### src/shared/psfr_map.vh
`ifndef PSFR_MAP_VH
`define PSFR_MAP_VH

// ----
// command codes of the register map
// ----
`define PSFR_CMD_OUT_OV_ACT 8'h41
`define PSFR_CMD_OUT_UV_ACT 8'h45
`define PSFR_CMD_OT_ACT 8'h50
`define PSFR_CMD_LINE_OV_ACT 8'h56
`define PSFR_CMD_LINE_UV_ACT 8'h5A
`define PSFR_CMD_LINE_OC_ACT 8'h5C
`define PSFR_CMD_SUMMARY_SHORT 8'h78
`define PSFR_CMD_SUMMARY_LONG 8'h79
`define PSFR_CMD_OUTPUT_FLAGS 8'h7A
`define PSFR_CMD_LINE_FLAGS 8'h7C
`define PSFR_CMD_THERMAL_FLAGS 8'h7D

// ----
// fault action register fields and reset value
// ----
`define PSFR_ACT_TYPE_HI 7
`define PSFR_ACT_TYPE_LO 6
`define PSFR_ACT_RETRY_HI 5
`define PSFR_ACT_RETRY_LO 3
`define PSFR_ACT_DELAY_HI 2
`define PSFR_ACT_DELAY_LO 0
`define PSFR_ACT_RESET 8'h00

// response types
`define PSFR_TYPE_IGNORE 2'h0
`define PSFR_TYPE_RETRY_DEB 2'h1
`define PSFR_TYPE_RETRY 2'h2
`define PSFR_TYPE_DISABLE 2'h3

// retry setting that never gives up
`define PSFR_RETRY_FOREVER 3'h7

// ----------------------------------------------------------------------
// fault slots, one per action register
// ----------------------------------------------------------------------
`define PSFR_NUM_FAULTS 6
`define PSFR_SLOT_OUT_OV 0
`define PSFR_SLOT_OUT_UV 1
`define PSFR_SLOT_OT 2
`define PSFR_SLOT_LINE_OV 3
`define PSFR_SLOT_LINE_UV 4
`define PSFR_SLOT_LINE_OC 5

// ----------------------------------------------------------------------
// status bit positions
// ----------------------------------------------------------------------
`define PSFR_OUTPUT_OVERVOLT_FAULT 7
`define PSFR_OUTPUT_OVERVOLT_WARNING 6
`define PSFR_OUTPUT_UNDERVOLT_WARNING 5
`define PSFR_OUTPUT_UNDERVOLT_FAULT 4
`define PSFR_LINE_OV_FAULT 7
`define PSFR_LINE_UV_WARN 5
`define PSFR_LINE_UV_FAULT 4
`define PSFR_LINE_LOW 3
`define PSFR_LINE_OC_FAULT 2
`define PSFR_LINE_OC_WARN 1
`define PSFR_LINE_OP_WARN 0
`define PSFR_TEMP_OVERTEMP_FAULT 7
`define PSFR_TEMP_OVERTEMP_WARNING 6
`define PSFR_VENDOR_A_CMP_OV 4
`define PSFR_VENDOR_A_OPEN_LOOP 5
`define PSFR_VENDOR_B_FAST_OC 2

// power-good mask bit positions
`define PSFR_PG_UV_FAULT 4
`define PSFR_PG_OV_WARN 3
`define PSFR_PG_CMP_OV 2
`define PSFR_PG_OPEN_LOOP 1
`define PSFR_PG_FAST_OC 0

// ----------------------------------------------------------------------
// timing: debounce and restart delay unit
// ----------------------------------------------------------------------
`define PSFR_CLK_PERIOD_NS 10
`define PSFR_DELAY_UNIT_NS 1000
`define PSFR_DELAY_UNIT_CYCLES (`PSFR_DELAY_UNIT_NS / `PSFR_CLK_PERIOD_NS)

`endif

### src/design/psfr_status_fault_response.v
`timescale 1ns/100ps
`default_nettype none
`include "psfr_map.vh"

// Operation
// summary byte bit 6 shows the supply-on request is inactive
// summary overvoltage bit is output overvoltage fault OR comparator overvoltage
// summary line undervolt bit mirrors the line undervoltage fault bit
// summary bit 2 set on any temperature fault or warning
// summary bit 1 set on communication, memory or logic fault
// summary bit 0 set on any fault not shown in bits 7 to 1
// word bit 15 set on any output voltage fault or warning
// word bit 13 is the OR of all seven line input flags
// word bit 12 set on any vendor flag in three vendor registers
// power-good-not is a masked OR of output flags, pin inverted
// word bit 8 set on any fault not covered by bits 15 to 1
// output flags: overvolt fault, overvolt warning, undervolt warning, undervolt fault
// line flags: overvolt fault, undervolt warning, undervolt fault
// line below turnoff sets bit 3 and shuts the supply down
// line overcurrent fault sets bit 2, warning sets bit 1
// thermal flags: overtemp fault bit 7, overtemp warning bit 6
// a set standard flag runs the action of its action register
// action register: type bits 7:6, retry 5:3, delay 2:0
// type 00 ignores the flag, supply keeps running
// types 01 and 10 shut down, then retry per retry field
// type 01 debounces the flag by the delay field, 10 does not
// type 11 disables output until the flag clears, no soft start
// every flag reads 1 while its bad condition is present
// among concurrent faults the highest response type acts first
// equal response types: smallest retry setting wins
// delay unit and retry meaning are parameters of the block; here only the delay unit is, retry 7 (forever) is fixed by PSFR_RETRY_FOREVER
module psfr_status_fault_response #(
  parameter DELAY_UNIT_CYCLES = `PSFR_DELAY_UNIT_CYCLES
) (
  input wire clk,
  input wire resetn,
  input wire [7:0] reg_cmd,
  input wire reg_wr,
  input wire reg_rd,
  input wire [7:0] reg_wdata,
  output reg [15:0] reg_rdata,
  output reg reg_rvalid,
  input wire supply_on_request,
  input wire sw_supply_on_request,
  input wire output_overvolt_fault,
  input wire output_overvolt_warning,
  input wire output_undervolt_warning,
  input wire output_undervolt_fault,
  input wire line_overvolt_fault,
  input wire line_undervolt_warning,
  input wire line_undervolt_fault,
  input wire line_below_turnoff,
  input wire line_overcurrent_fault,
  input wire line_overcurrent_warning,
  input wire line_overpower_warning,
  input wire overtemp_fault,
  input wire overtemp_warning,
  input wire comm_memory_logic_fault,
  input wire [7:0] vendor_flags_a,
  input wire [7:0] vendor_flags_b,
  input wire [7:0] vendor_flags_c,
  input wire [4:0] power_good_mask,
  output reg output_ok_pin,
  output reg output_enable,
  output reg soft_start,
  output reg [2:0] fault_state,
  output reg [2:0] active_fault
);

  // ----------------------------------------------------------------------
  // states of the response engine
  // ----------------------------------------------------------------------
  localparam [2:0] ST_OFF = 3'h0;
  localparam [2:0] ST_RUN = 3'h1;
  localparam [2:0] ST_SHUT = 3'h2;
  localparam [2:0] ST_DISABLED = 3'h3;
  localparam [2:0] ST_LATCHED = 3'h4;
  localparam [15:0] UNIT = DELAY_UNIT_CYCLES[15:0];

  // ----------------------------------------------------------------------
  // reset release and pin synchroniser
  // ----------------------------------------------------------------------
  reg rst_meta;
  reg rst_n;
  reg on_ff1;
  reg on_ff2;
  reg on_ff3;
  reg hw_on;

  // reset asserts at once, releases after two edges
  always @(posedge clk or negedge resetn) begin
    if (!resetn) begin
      rst_meta <= 1'b0;
      rst_n <= 1'b0;
    end else begin
      rst_meta <= 1'b1;
      rst_n <= rst_meta;
    end
  end

  // on-request pin: change taken once stages two and three agree
  always @(posedge clk or negedge rst_n) begin
    if (!rst_n) begin
      on_ff1 <= 1'b0;
      on_ff2 <= 1'b0;
      on_ff3 <= 1'b0;
      hw_on <= 1'b0;
    end else begin
      on_ff1 <= supply_on_request;
      on_ff2 <= on_ff1;
      on_ff3 <= on_ff2;
      if (on_ff2 == on_ff3) begin
        hw_on <= on_ff3;
      end
    end
  end

  wire supply_on_request_inactive = ~(hw_on & sw_supply_on_request);

  // ----------------------------------------------------------------------
  // status registers
  // ----------------------------------------------------------------------
  reg [7:0] output_voltage_flags;
  reg [7:0] line_input_flags;
  reg [7:0] thermal_flags;
  reg cml_flag;
  reg [7:0] vendor_a;
  reg [7:0] vendor_b;
  reg [7:0] vendor_c;

  // capture condition flags, 1 means bad
  always @(posedge clk or negedge rst_n) begin
    if (!rst_n) begin
      output_voltage_flags <= 8'h00;
      line_input_flags <= 8'h00;
      thermal_flags <= 8'h00;
      cml_flag <= 1'b0;
      vendor_a <= 8'h00;
      vendor_b <= 8'h00;
      vendor_c <= 8'h00;
    end else begin
      output_voltage_flags <= {output_overvolt_fault, output_overvolt_warning,
        output_undervolt_warning, output_undervolt_fault, 4'h0};
      line_input_flags <= {line_overvolt_fault, 1'b0, line_undervolt_warning,
        line_undervolt_fault, line_below_turnoff, line_overcurrent_fault,
        line_overcurrent_warning, line_overpower_warning};
      thermal_flags <= {overtemp_fault, overtemp_warning, 6'h00};
      cml_flag <= comm_memory_logic_fault;
      vendor_a <= vendor_flags_a;
      vendor_b <= vendor_flags_b;
      vendor_c <= vendor_flags_c;
    end
  end

  // ----------------------------------------------------------------------
  // summary bits
  // ----------------------------------------------------------------------
  wire comparator_overvolt_flag = vendor_a[`PSFR_VENDOR_A_CMP_OV];
  wire any_output_overvolt = output_voltage_flags[`PSFR_OUTPUT_OVERVOLT_FAULT] |
    comparator_overvolt_flag;
  wire summary_line_undervolt = line_input_flags[`PSFR_LINE_UV_FAULT];
  wire summary_temp = thermal_flags[`PSFR_TEMP_OVERTEMP_FAULT] |
    thermal_flags[`PSFR_TEMP_OVERTEMP_WARNING];
  wire vendor_flag_summary = (|vendor_a) | (|vendor_b) | (|vendor_c);
  wire summary_output = (|output_voltage_flags) | comparator_overvolt_flag;
  wire summary_input = |line_input_flags;

  // masked output-side flags; overvolt fault always counts
  wire power_good_not = output_voltage_flags[`PSFR_OUTPUT_OVERVOLT_FAULT] |
    (power_good_mask[`PSFR_PG_UV_FAULT] & output_voltage_flags[`PSFR_OUTPUT_UNDERVOLT_FAULT]) |
    (power_good_mask[`PSFR_PG_OV_WARN] & output_voltage_flags[`PSFR_OUTPUT_OVERVOLT_WARNING]) |
    (power_good_mask[`PSFR_PG_CMP_OV] & comparator_overvolt_flag) |
    (power_good_mask[`PSFR_PG_OPEN_LOOP] & vendor_a[`PSFR_VENDOR_A_OPEN_LOOP]) |
    (power_good_mask[`PSFR_PG_FAST_OC] & vendor_b[`PSFR_VENDOR_B_FAST_OC]);

  // byte bit 0: faults outside bits 7 to 1
  wire other_byte_fault = output_voltage_flags[`PSFR_OUTPUT_OVERVOLT_WARNING] |
    output_voltage_flags[`PSFR_OUTPUT_UNDERVOLT_WARNING] |
    output_voltage_flags[`PSFR_OUTPUT_UNDERVOLT_FAULT] |
    line_input_flags[`PSFR_LINE_OV_FAULT] | line_input_flags[`PSFR_LINE_UV_WARN] |
    line_input_flags[`PSFR_LINE_LOW] | line_input_flags[`PSFR_LINE_OC_FAULT] |
    line_input_flags[`PSFR_LINE_OC_WARN] | line_input_flags[`PSFR_LINE_OP_WARN] |
    vendor_flag_summary;

  wire [7:0] summary_flags_short = {1'b0, supply_on_request_inactive,
    any_output_overvolt, 1'b0, summary_line_undervolt, summary_temp,
    cml_flag, other_byte_fault};

  // word bit 8: every source is already covered by bits 15 to 1
  wire unknown_fault = 1'b0;

  wire [15:0] summary_flags_long = {summary_output, 1'b0, summary_input,
    vendor_flag_summary, power_good_not, 2'h0, unknown_fault,
    summary_flags_short};

  // ----------------------------------------------------------------------
  // fault action registers and register port
  // ----------------------------------------------------------------------
  reg [7:0] fault_action [0:`PSFR_NUM_FAULTS-1];
  reg [2:0] wr_slot;
  reg wr_hit;
  integer k;

  // command code to action slot
  always @* begin
    wr_hit = 1'b1;
    case (reg_cmd)
      `PSFR_CMD_OUT_OV_ACT: wr_slot = `PSFR_SLOT_OUT_OV;
      `PSFR_CMD_OUT_UV_ACT: wr_slot = `PSFR_SLOT_OUT_UV;
      `PSFR_CMD_OT_ACT: wr_slot = `PSFR_SLOT_OT;
      `PSFR_CMD_LINE_OV_ACT: wr_slot = `PSFR_SLOT_LINE_OV;
      `PSFR_CMD_LINE_UV_ACT: wr_slot = `PSFR_SLOT_LINE_UV;
      `PSFR_CMD_LINE_OC_ACT: wr_slot = `PSFR_SLOT_LINE_OC;
      default: begin
        wr_slot = 3'h0;
        wr_hit = 1'b0;
      end
    endcase
  end

  // writes to action registers; other codes ignored
  always @(posedge clk or negedge rst_n) begin
    if (!rst_n) begin
      for (k = 0; k < `PSFR_NUM_FAULTS; k = k + 1) begin
        fault_action[k] <= `PSFR_ACT_RESET;
      end
    end else if (reg_wr && wr_hit) begin
      fault_action[wr_slot] <= reg_wdata;
    end
  end

  // read answer one cycle after the strobe; unmapped reads zero
  always @(posedge clk or negedge rst_n) begin
    if (!rst_n) begin
      reg_rdata <= 16'h0000;
      reg_rvalid <= 1'b0;
    end else begin
      reg_rvalid <= reg_rd;
      if (reg_rd) begin
        if (wr_hit) begin
          reg_rdata <= {8'h00, fault_action[wr_slot]};
        end else begin
          case (reg_cmd)
            `PSFR_CMD_SUMMARY_SHORT: reg_rdata <= {8'h00, summary_flags_short};
            `PSFR_CMD_SUMMARY_LONG: reg_rdata <= summary_flags_long;
            `PSFR_CMD_OUTPUT_FLAGS: reg_rdata <= {8'h00, output_voltage_flags};
            `PSFR_CMD_LINE_FLAGS: reg_rdata <= {8'h00, line_input_flags};
            `PSFR_CMD_THERMAL_FLAGS: reg_rdata <= {8'h00, thermal_flags};
            default: reg_rdata <= 16'h0000;
          endcase
        end
      end
    end
  end

  // ----------------------------------------------------------------------
  // per-flag qualification and debounce
  // ----------------------------------------------------------------------
  wire [`PSFR_NUM_FAULTS-1:0] raw_fault = {
    line_input_flags[`PSFR_LINE_OC_FAULT], line_input_flags[`PSFR_LINE_UV_FAULT],
    line_input_flags[`PSFR_LINE_OV_FAULT], thermal_flags[`PSFR_TEMP_OVERTEMP_FAULT],
    output_voltage_flags[`PSFR_OUTPUT_UNDERVOLT_FAULT], output_voltage_flags[`PSFR_OUTPUT_OVERVOLT_FAULT]};
  wire [`PSFR_NUM_FAULTS-1:0] qual_fault;

  genvar g;
  generate
    for (g = 0; g < `PSFR_NUM_FAULTS; g = g + 1) begin : deb
      wire [1:0] typ = fault_action[g][`PSFR_ACT_TYPE_HI:`PSFR_ACT_TYPE_LO];
      wire [2:0] dly = fault_action[g][`PSFR_ACT_DELAY_HI:`PSFR_ACT_DELAY_LO];
      wire [15:0] need = dly * UNIT;
      reg [15:0] cnt;
      // counts while the flag stays set, restarts when it drops
      always @(posedge clk or negedge rst_n) begin
        if (!rst_n) begin
          cnt <= 16'h0000;
        end else if (!raw_fault[g]) begin
          cnt <= 16'h0000;
        end else if (cnt < need) begin
          cnt <= cnt + 16'h0001;
        end
      end
      // type 00 never qualifies; 01 after debounce; 10 and 11 at once
      assign qual_fault[g] = raw_fault[g] && (typ != `PSFR_TYPE_IGNORE) &&
        ((typ != `PSFR_TYPE_RETRY_DEB) || (cnt >= need));
    end
  endgenerate

  // ----------------------------------------------------------------------
  // priority among concurrent faults
  // ----------------------------------------------------------------------
  reg sel_valid;
  reg [2:0] sel_slot;
  reg [1:0] sel_type;
  reg [2:0] sel_retry;
  integer i;

  // highest type wins, ties go to the smaller retry setting
  always @* begin
    sel_valid = 1'b0;
    sel_slot = 3'h0;
    sel_type = `PSFR_TYPE_IGNORE;
    sel_retry = 3'h0;
    for (i = 0; i < `PSFR_NUM_FAULTS; i = i + 1) begin
      if (qual_fault[i] && (!sel_valid ||
          fault_action[i][`PSFR_ACT_TYPE_HI:`PSFR_ACT_TYPE_LO] > sel_type ||
          (fault_action[i][`PSFR_ACT_TYPE_HI:`PSFR_ACT_TYPE_LO] == sel_type &&
           fault_action[i][`PSFR_ACT_RETRY_HI:`PSFR_ACT_RETRY_LO] < sel_retry))) begin
        sel_valid = 1'b1;
        sel_slot = i[2:0];
        sel_type = fault_action[i][`PSFR_ACT_TYPE_HI:`PSFR_ACT_TYPE_LO];
        sel_retry = fault_action[i][`PSFR_ACT_RETRY_HI:`PSFR_ACT_RETRY_LO];
      end
    end
  end

  // ----------------------------------------------------------------------
  // response engine
  // ----------------------------------------------------------------------
  reg [15:0] wait_cnt;
  reg [2:0] retries_left;
  wire [2:0] act_delay =
    fault_action[active_fault][`PSFR_ACT_DELAY_HI:`PSFR_ACT_DELAY_LO];
  wire [2:0] act_retry =
    fault_action[active_fault][`PSFR_ACT_RETRY_HI:`PSFR_ACT_RETRY_LO];
  wire [15:0] act_wait = act_delay * UNIT;
  wire run_blocked = supply_on_request_inactive | line_input_flags[`PSFR_LINE_LOW];

  // shutdown, retry, disable and latch-off sequencing
  always @(posedge clk or negedge rst_n) begin
    if (!rst_n) begin
      fault_state <= ST_OFF;
      active_fault <= 3'h0;
      wait_cnt <= 16'h0000;
      retries_left <= 3'h0;
      soft_start <= 1'b0;
    end else begin
      soft_start <= 1'b0;
      case (fault_state)
        ST_OFF: begin
          if (!run_blocked) begin
            fault_state <= ST_RUN;
            soft_start <= 1'b1;
          end
        end
        ST_RUN: begin
          if (run_blocked) begin
            fault_state <= ST_OFF;
          end else if (sel_valid) begin
            active_fault <= sel_slot;
            wait_cnt <= 16'h0000;
            if (sel_type == `PSFR_TYPE_DISABLE) begin
              fault_state <= ST_DISABLED;
            end else begin
              fault_state <= ST_SHUT;
              retries_left <= sel_retry;
            end
          end
        end
        ST_SHUT: begin
          if (supply_on_request_inactive) begin
            fault_state <= ST_OFF;
          end else if (wait_cnt < act_wait) begin
            wait_cnt <= wait_cnt + 16'h0001;
          end else if (!raw_fault[active_fault]) begin
            fault_state <= ST_OFF;
          end else if (act_retry == `PSFR_RETRY_FOREVER) begin
            wait_cnt <= 16'h0000;
          end else if (retries_left == 3'h0) begin
            fault_state <= ST_LATCHED;
          end else begin
            retries_left <= retries_left - 3'h1;
            wait_cnt <= 16'h0000;
          end
        end
        ST_DISABLED: begin
          if (!raw_fault[active_fault]) begin
            fault_state <= ST_RUN;
          end
        end
        ST_LATCHED: begin
          if (supply_on_request_inactive) begin
            fault_state <= ST_OFF;
          end
        end
        default: begin
          fault_state <= ST_OFF;
        end
      endcase
    end
  end

  // ----------------------------------------------------------------------
  // output drive and power-good pin
  // ----------------------------------------------------------------------
  always @(posedge clk or negedge rst_n) begin
    if (!rst_n) begin
      output_enable <= 1'b0;
      output_ok_pin <= 1'b0;
    end else begin
      output_enable <= (fault_state == ST_RUN) && !run_blocked &&
        !(sel_valid && sel_type != `PSFR_TYPE_IGNORE);
      output_ok_pin <= ~power_good_not;
    end
  end

endmodule
`default_nettype wire

### config.mk
export PLATFORM = sky130hd
export DESIGN_NAME = psfr_status_fault_response
export DESIGN_NICKNAME = d
export VERILOG_FILES = /design/src/design/psfr_status_fault_response.v
export VERILOG_INCLUDE_DIRS = /design/src /design/src/shared
export SDC_FILE = /design/constraint.sdc
export NUM_CORES = 1
export LEC_CHECK = 0
export ABC_AREA = 1
export BUFFER_PORTS_ARGS = -buffer_cell sky130_fd_sc_hd__buf_2
export CAP_MARGIN = 20
export CORE_MARGIN = 1
export CORE_UTILIZATION = 61
export CTS_CLUSTER_SIZE = 40
export DETAILED_ROUTE_END_ITERATION = 12
export PLACE_DENSITY_LB_ADDON = 0.25
export SYNTH_ARGS = -nofsm -noshare
export SYNTH_HDL_FRONTEND = slang
export SYNTH_SLANG_ARGS = --single-unit
### constraint.sdc
create_clock -name clk -period 9.64 [get_ports clk]
set_clock_uncertainty 0.05 [all_clocks]
set_input_delay 0.482 -clock clk [delete_from_list [all_inputs] [get_ports clk]]
set_output_delay 0.482 -clock clk [all_outputs]
set_load 0.1 [all_outputs]
==> flow_summary.rst <==
.. list-table::
   :header-rows: 1

   * - Metric
     - Value
   * - Die area
     - between 20000 and 25000 µm²
   * - NumNets Final
     - between 1500 and 2000
   * - Wire length of the first global-routing pass
     - roughly 54000 µm
   * - Overall routing resource usage
     - between 30 and 40%
   * - Clock transition at the registers of the reported paths
     - about 60 ps
   * - Area of the mapped netlist
     - around 13000 µm²
   * - Min-Delay Path Depth
     - 1
   * - Std-Cell Core Area
     - around 21000 µm²
   * - Count of yosys warnings during synthesis
     - 0
   * - Endpoint type of the worst setup path
     - register
   * - Aggregate routed wire length
     - 32900 µm
   * - Register bit count reported by yosys
     - roughly 230
   * - Fin crit share
     - between 80% and 90%
   * - Vias per Instance
     - 5.64
   * - Power density relative to cell area
     - between 150 and 200 nW/µm²
   * - Maximum number of pins on one net before global-route repair
     - 73
   * - Post-synthesis instance total
     - roughly 1600
   * - Global Route met2 Usage
     - a little over half
   * - CTS tree
     - built
   * - Initial antenna violation count
     - 1
   * - DRT antenna net count
     - 0
   * - Dpl hpwl
     - 23000 µm
   * - CP top delay family
     - simple AND/OR/NAND/NOR gates
   * - Transition time at the pin with the least slew margin
     - ~900 ps
   * - Number of setup violations in the final report
     - 0
   * - Vertical die dimension
     - approximately 150 µm
   * - Horiz. Die Dim
     - 148 µm
   * - Total number of vias
     - ~11000
   * - Worst setup path category
     - register to register
   * - Global placer's final weighted congestion
     - approximately 0.95
   * - Initial Utilization
     - roughly 63%
   * - Clock Root Buffer
     - clkbuf_16
   * - Highest-count cells in the layout ignoring fill and taps
     - 287 x nand2_1, 260 x inv_1, 228 x dfrtp_1, 141 x o21ai_0, 138 x nor2_1
   * - Number of buffers added on ports
     - between 80 and 90
   * - Area of all placed cells without fillers
     - approximately 15000 µm²
   * - Synth top area share
     - approximately 44%
   * - Worst path max stage delay
     - 410 ps
   * - Top Ports
     - 91
   * - Instance area at placement
     - 13600 µm²
   * - Utilization after layout
     - 72.6%
   * - Setup slack of the worst register-to-register path
     - 1450 ps
   * - Data arrival time of the worst path
     - between 8000 and 9000 ps
   * - Most common cell after layout, fill and taps aside
     - nand2_1
   * - DRC violations left
     - 0
   * - CP max stage cell
     - dfrtp_1
   * - Worst hold start
     - line_below_turnoff
   * - Crit path buf inv count
     - 7
   * - Worst reg2reg endpoint
     - retries_left[0]
   * - Most prevalent standard cell on the critical path
     - nand2_1
   * - Number of fillers in the final layout
     - approximately 1600
   * - Vias in the first global route
     - between 10000 and 15000
   * - Number of placement rows
     - 52
   * - CTS-repair resized insts
     - 0
   * - Number of enable flip-flop cells after synthesis
     - 0
   * - Smallest setup slack after layout
     - 1450 ps
   * - Number of max-capacitance violations reported
     - 0
   * - Worst vdd rail ir drop
     - approximately 0.18 mV
   * - Grt ovf
     - 0
   * - Final Slew Violations
     - 0
   * - Logic depth of the worst register-to-register path
     - between 50 and 60
   * - Power consumption
     - between 2 and 3 mW
   * - Maximum buffer depth of the clock tree
     - 3
   * - Clock latency on the worst-skew pair
     - approximately 540 ps
   * - Result of the run
     - finished, final reports clean
   * - Peak clock frequency supported by timing
     - around 120 MHz
   * - Met1 Resource Use GR
     - around two fifths
   * - Reg-to-reg startpoint
     - deb[0].dly[1]
   * - Area grow syn2layout
     - 15.1%
   * - Primary FF master, synth
     - dfrtp_1
   * - Worst slack after detailed placement
     - ~1500 ps
   * - Final sum of negative setup slack
     - 0 ps
   * - Startpoint class of the critical path
     - register
   * - Post-layout instance count excluding filler cells
     - between 2000 and 2500
   * - Detailed router's first-iteration violation count
     - 933
   * - Inserted Clock Buffers
     - 25
   * - CTS Sinks
     - 229
   * - Critical Path Fanout Max
     - 12
   * - Number of distinct library cells after synthesis
     - 53
   * - Data required, critical path
     - 10060 ps
   * - Top cells by area, synth
     - dfrtp_1 44%, ha_1 11%, nand2_1 8.3%
   * - Proportion of synthesized flip-flops having asynchronous set or reset
     - 100%
   * - Met3 Track Usage GR
     - 4.91%
   * - Library cell with the largest summed area after synthesis
     - dfrtp_1
   * - Fraction of layout cells with a size suffix above 1
     - between 10% and 20%
   * - Setup repair after global routing missed its margin
     - false
   * - Per-instance average area after synthesis
     - approximately 8.2 µm²
   * - Cells after DPL
     - 1925
   * - Leakage power
     - ~7.6 nW
   * - Worst hold margin
     - roughly 6.6 ps
   * - Worst min-delay path class
     - input pin to register
   * - Gr busiest metal
     - met2
   * - Tmin final
     - just over 8000 ps
   * - Remaining max-slew budget at the tightest pin
     - around 40%
   * - Wire length per cell
     - between 15 and 20 µm
   * - Initial DRT Pass Iterations
     - 6
   * - Sequential-to-total area share from yosys stat
     - between 40% and 50%
   * - Terminating pin of the worst hold path
     - line_input_flags[3]
   * - Number of levels in the clock H-tree
     - 1
   * - Final hold vios
     - 0
## layer usage
layer / vias to the layer above / part of all wire, %
met4: 0 / 4.4
li1: 5521 / -
met1: 5297 / 42
met3: 103 / 6.6
met5: - / 0
met2: 414 / 47
## registers in the layout, summed over array words and instances, names as in the netlist, 2 cells and up
register              cells
vendor_b                  8
retries_left              3
deb.typ                  12
deb.dly                  18
line_input_flags          7
thermal_flags             2
deb.cnt                  96
fault_action             18
wait_cnt                 16
reg_rdata                12
vendor_c                  8
active_fault              3
fault_state               3
vendor_a                  8
output_voltage_flags      4
## worst max path at each step
stage | start | end | slack, ps | depth (start not counted)
finish | deb[0].dly[1] | retries_left[0] | 1450 | 53
global route | deb[0].dly[1] | retries_left[1] | 660 | 55
CTS | deb[0].dly[1] | retries_left[0] | 1530 | 53
detailed placement | deb[0].dly[1] | retries_left[0] | 1540 | 53
global placement | deb[0].dly[1] | retries_left[2] | 1840 | 52
floorplan | deb[0].dly[1] | retries_left[2] | 2440 | 56
## what timing repair did
item / in CTS / in global routing
hold buffers: 37 / 1
endpoints found under the hold margin: 38 / 1
buffers inserted: 0 / 0
## cell usage after synthesis, types with 3 or more instances
cell / n
nand2_4: 7
inv_2: 8
a221oi_1: 10
nor3_1: 26
o22ai_1: 4
o21ai_1: 11
a31oi_1: 5
nand2_2: 14
nand2_1: 287
nor3b_1: 5
a22oi_1: 4
or4_1: 3
inv_1: 260
o221ai_1: 4
clkbuf_1: 21
o21ai_0: 141
buf_4: 4
nor2_1: 138
nand3_2: 4
o21a_1: 3
o21bai_1: 4
ha_1: 119
nor4_1: 14
and3_1: 4
nand4_1: 23
clkinv_1: 4
nand3_1: 74
a32oi_1: 3
xnor2_1: 6
o211ai_1: 7
a211oi_1: 14
dfrtp_1: 229
a21oi_1: 103
## cell families after synthesis
| kind of cell | share of synthesized area, % |
|---|---|
| adders and majority gates | 11.6 |
| AOI/OAI and AO/OA | 14.3 |
| other | 0.0580 |
| buffers and inverters | 8.84 |
| xor gates and xnor gates | 0.406 |
| and+or+nand+nor | 20.6 |
| DFF | 44.2 |
## area by class of cell
cell class | instances | area (µm²) | area share, %
antenna | 1 | 2.50 | 0.0168
tap | 270 | 338 | 2.26
sequential | 229 | 5730 | 38.4
inverter | 272 | 1020 | 6.84
clock inverter | 14 | 179 | 1.20
multi-input combinational | 1064 | 6090 | 40.8
clock buffer | 31 | 708 | 4.75
timing repair buffer | 128 | 841 | 5.64
## power breakdown
| part | switching, mW | internal [mW] |
|---|---|---|
| clock | 0.418 | 0.607 |
| combinational | 0.446 | 0.223 |
| sequential | 0.0738 | 1.02 |
| total | 0.938 | 1.85 |
Note: power is estimated with default switching activity, not from simulation.
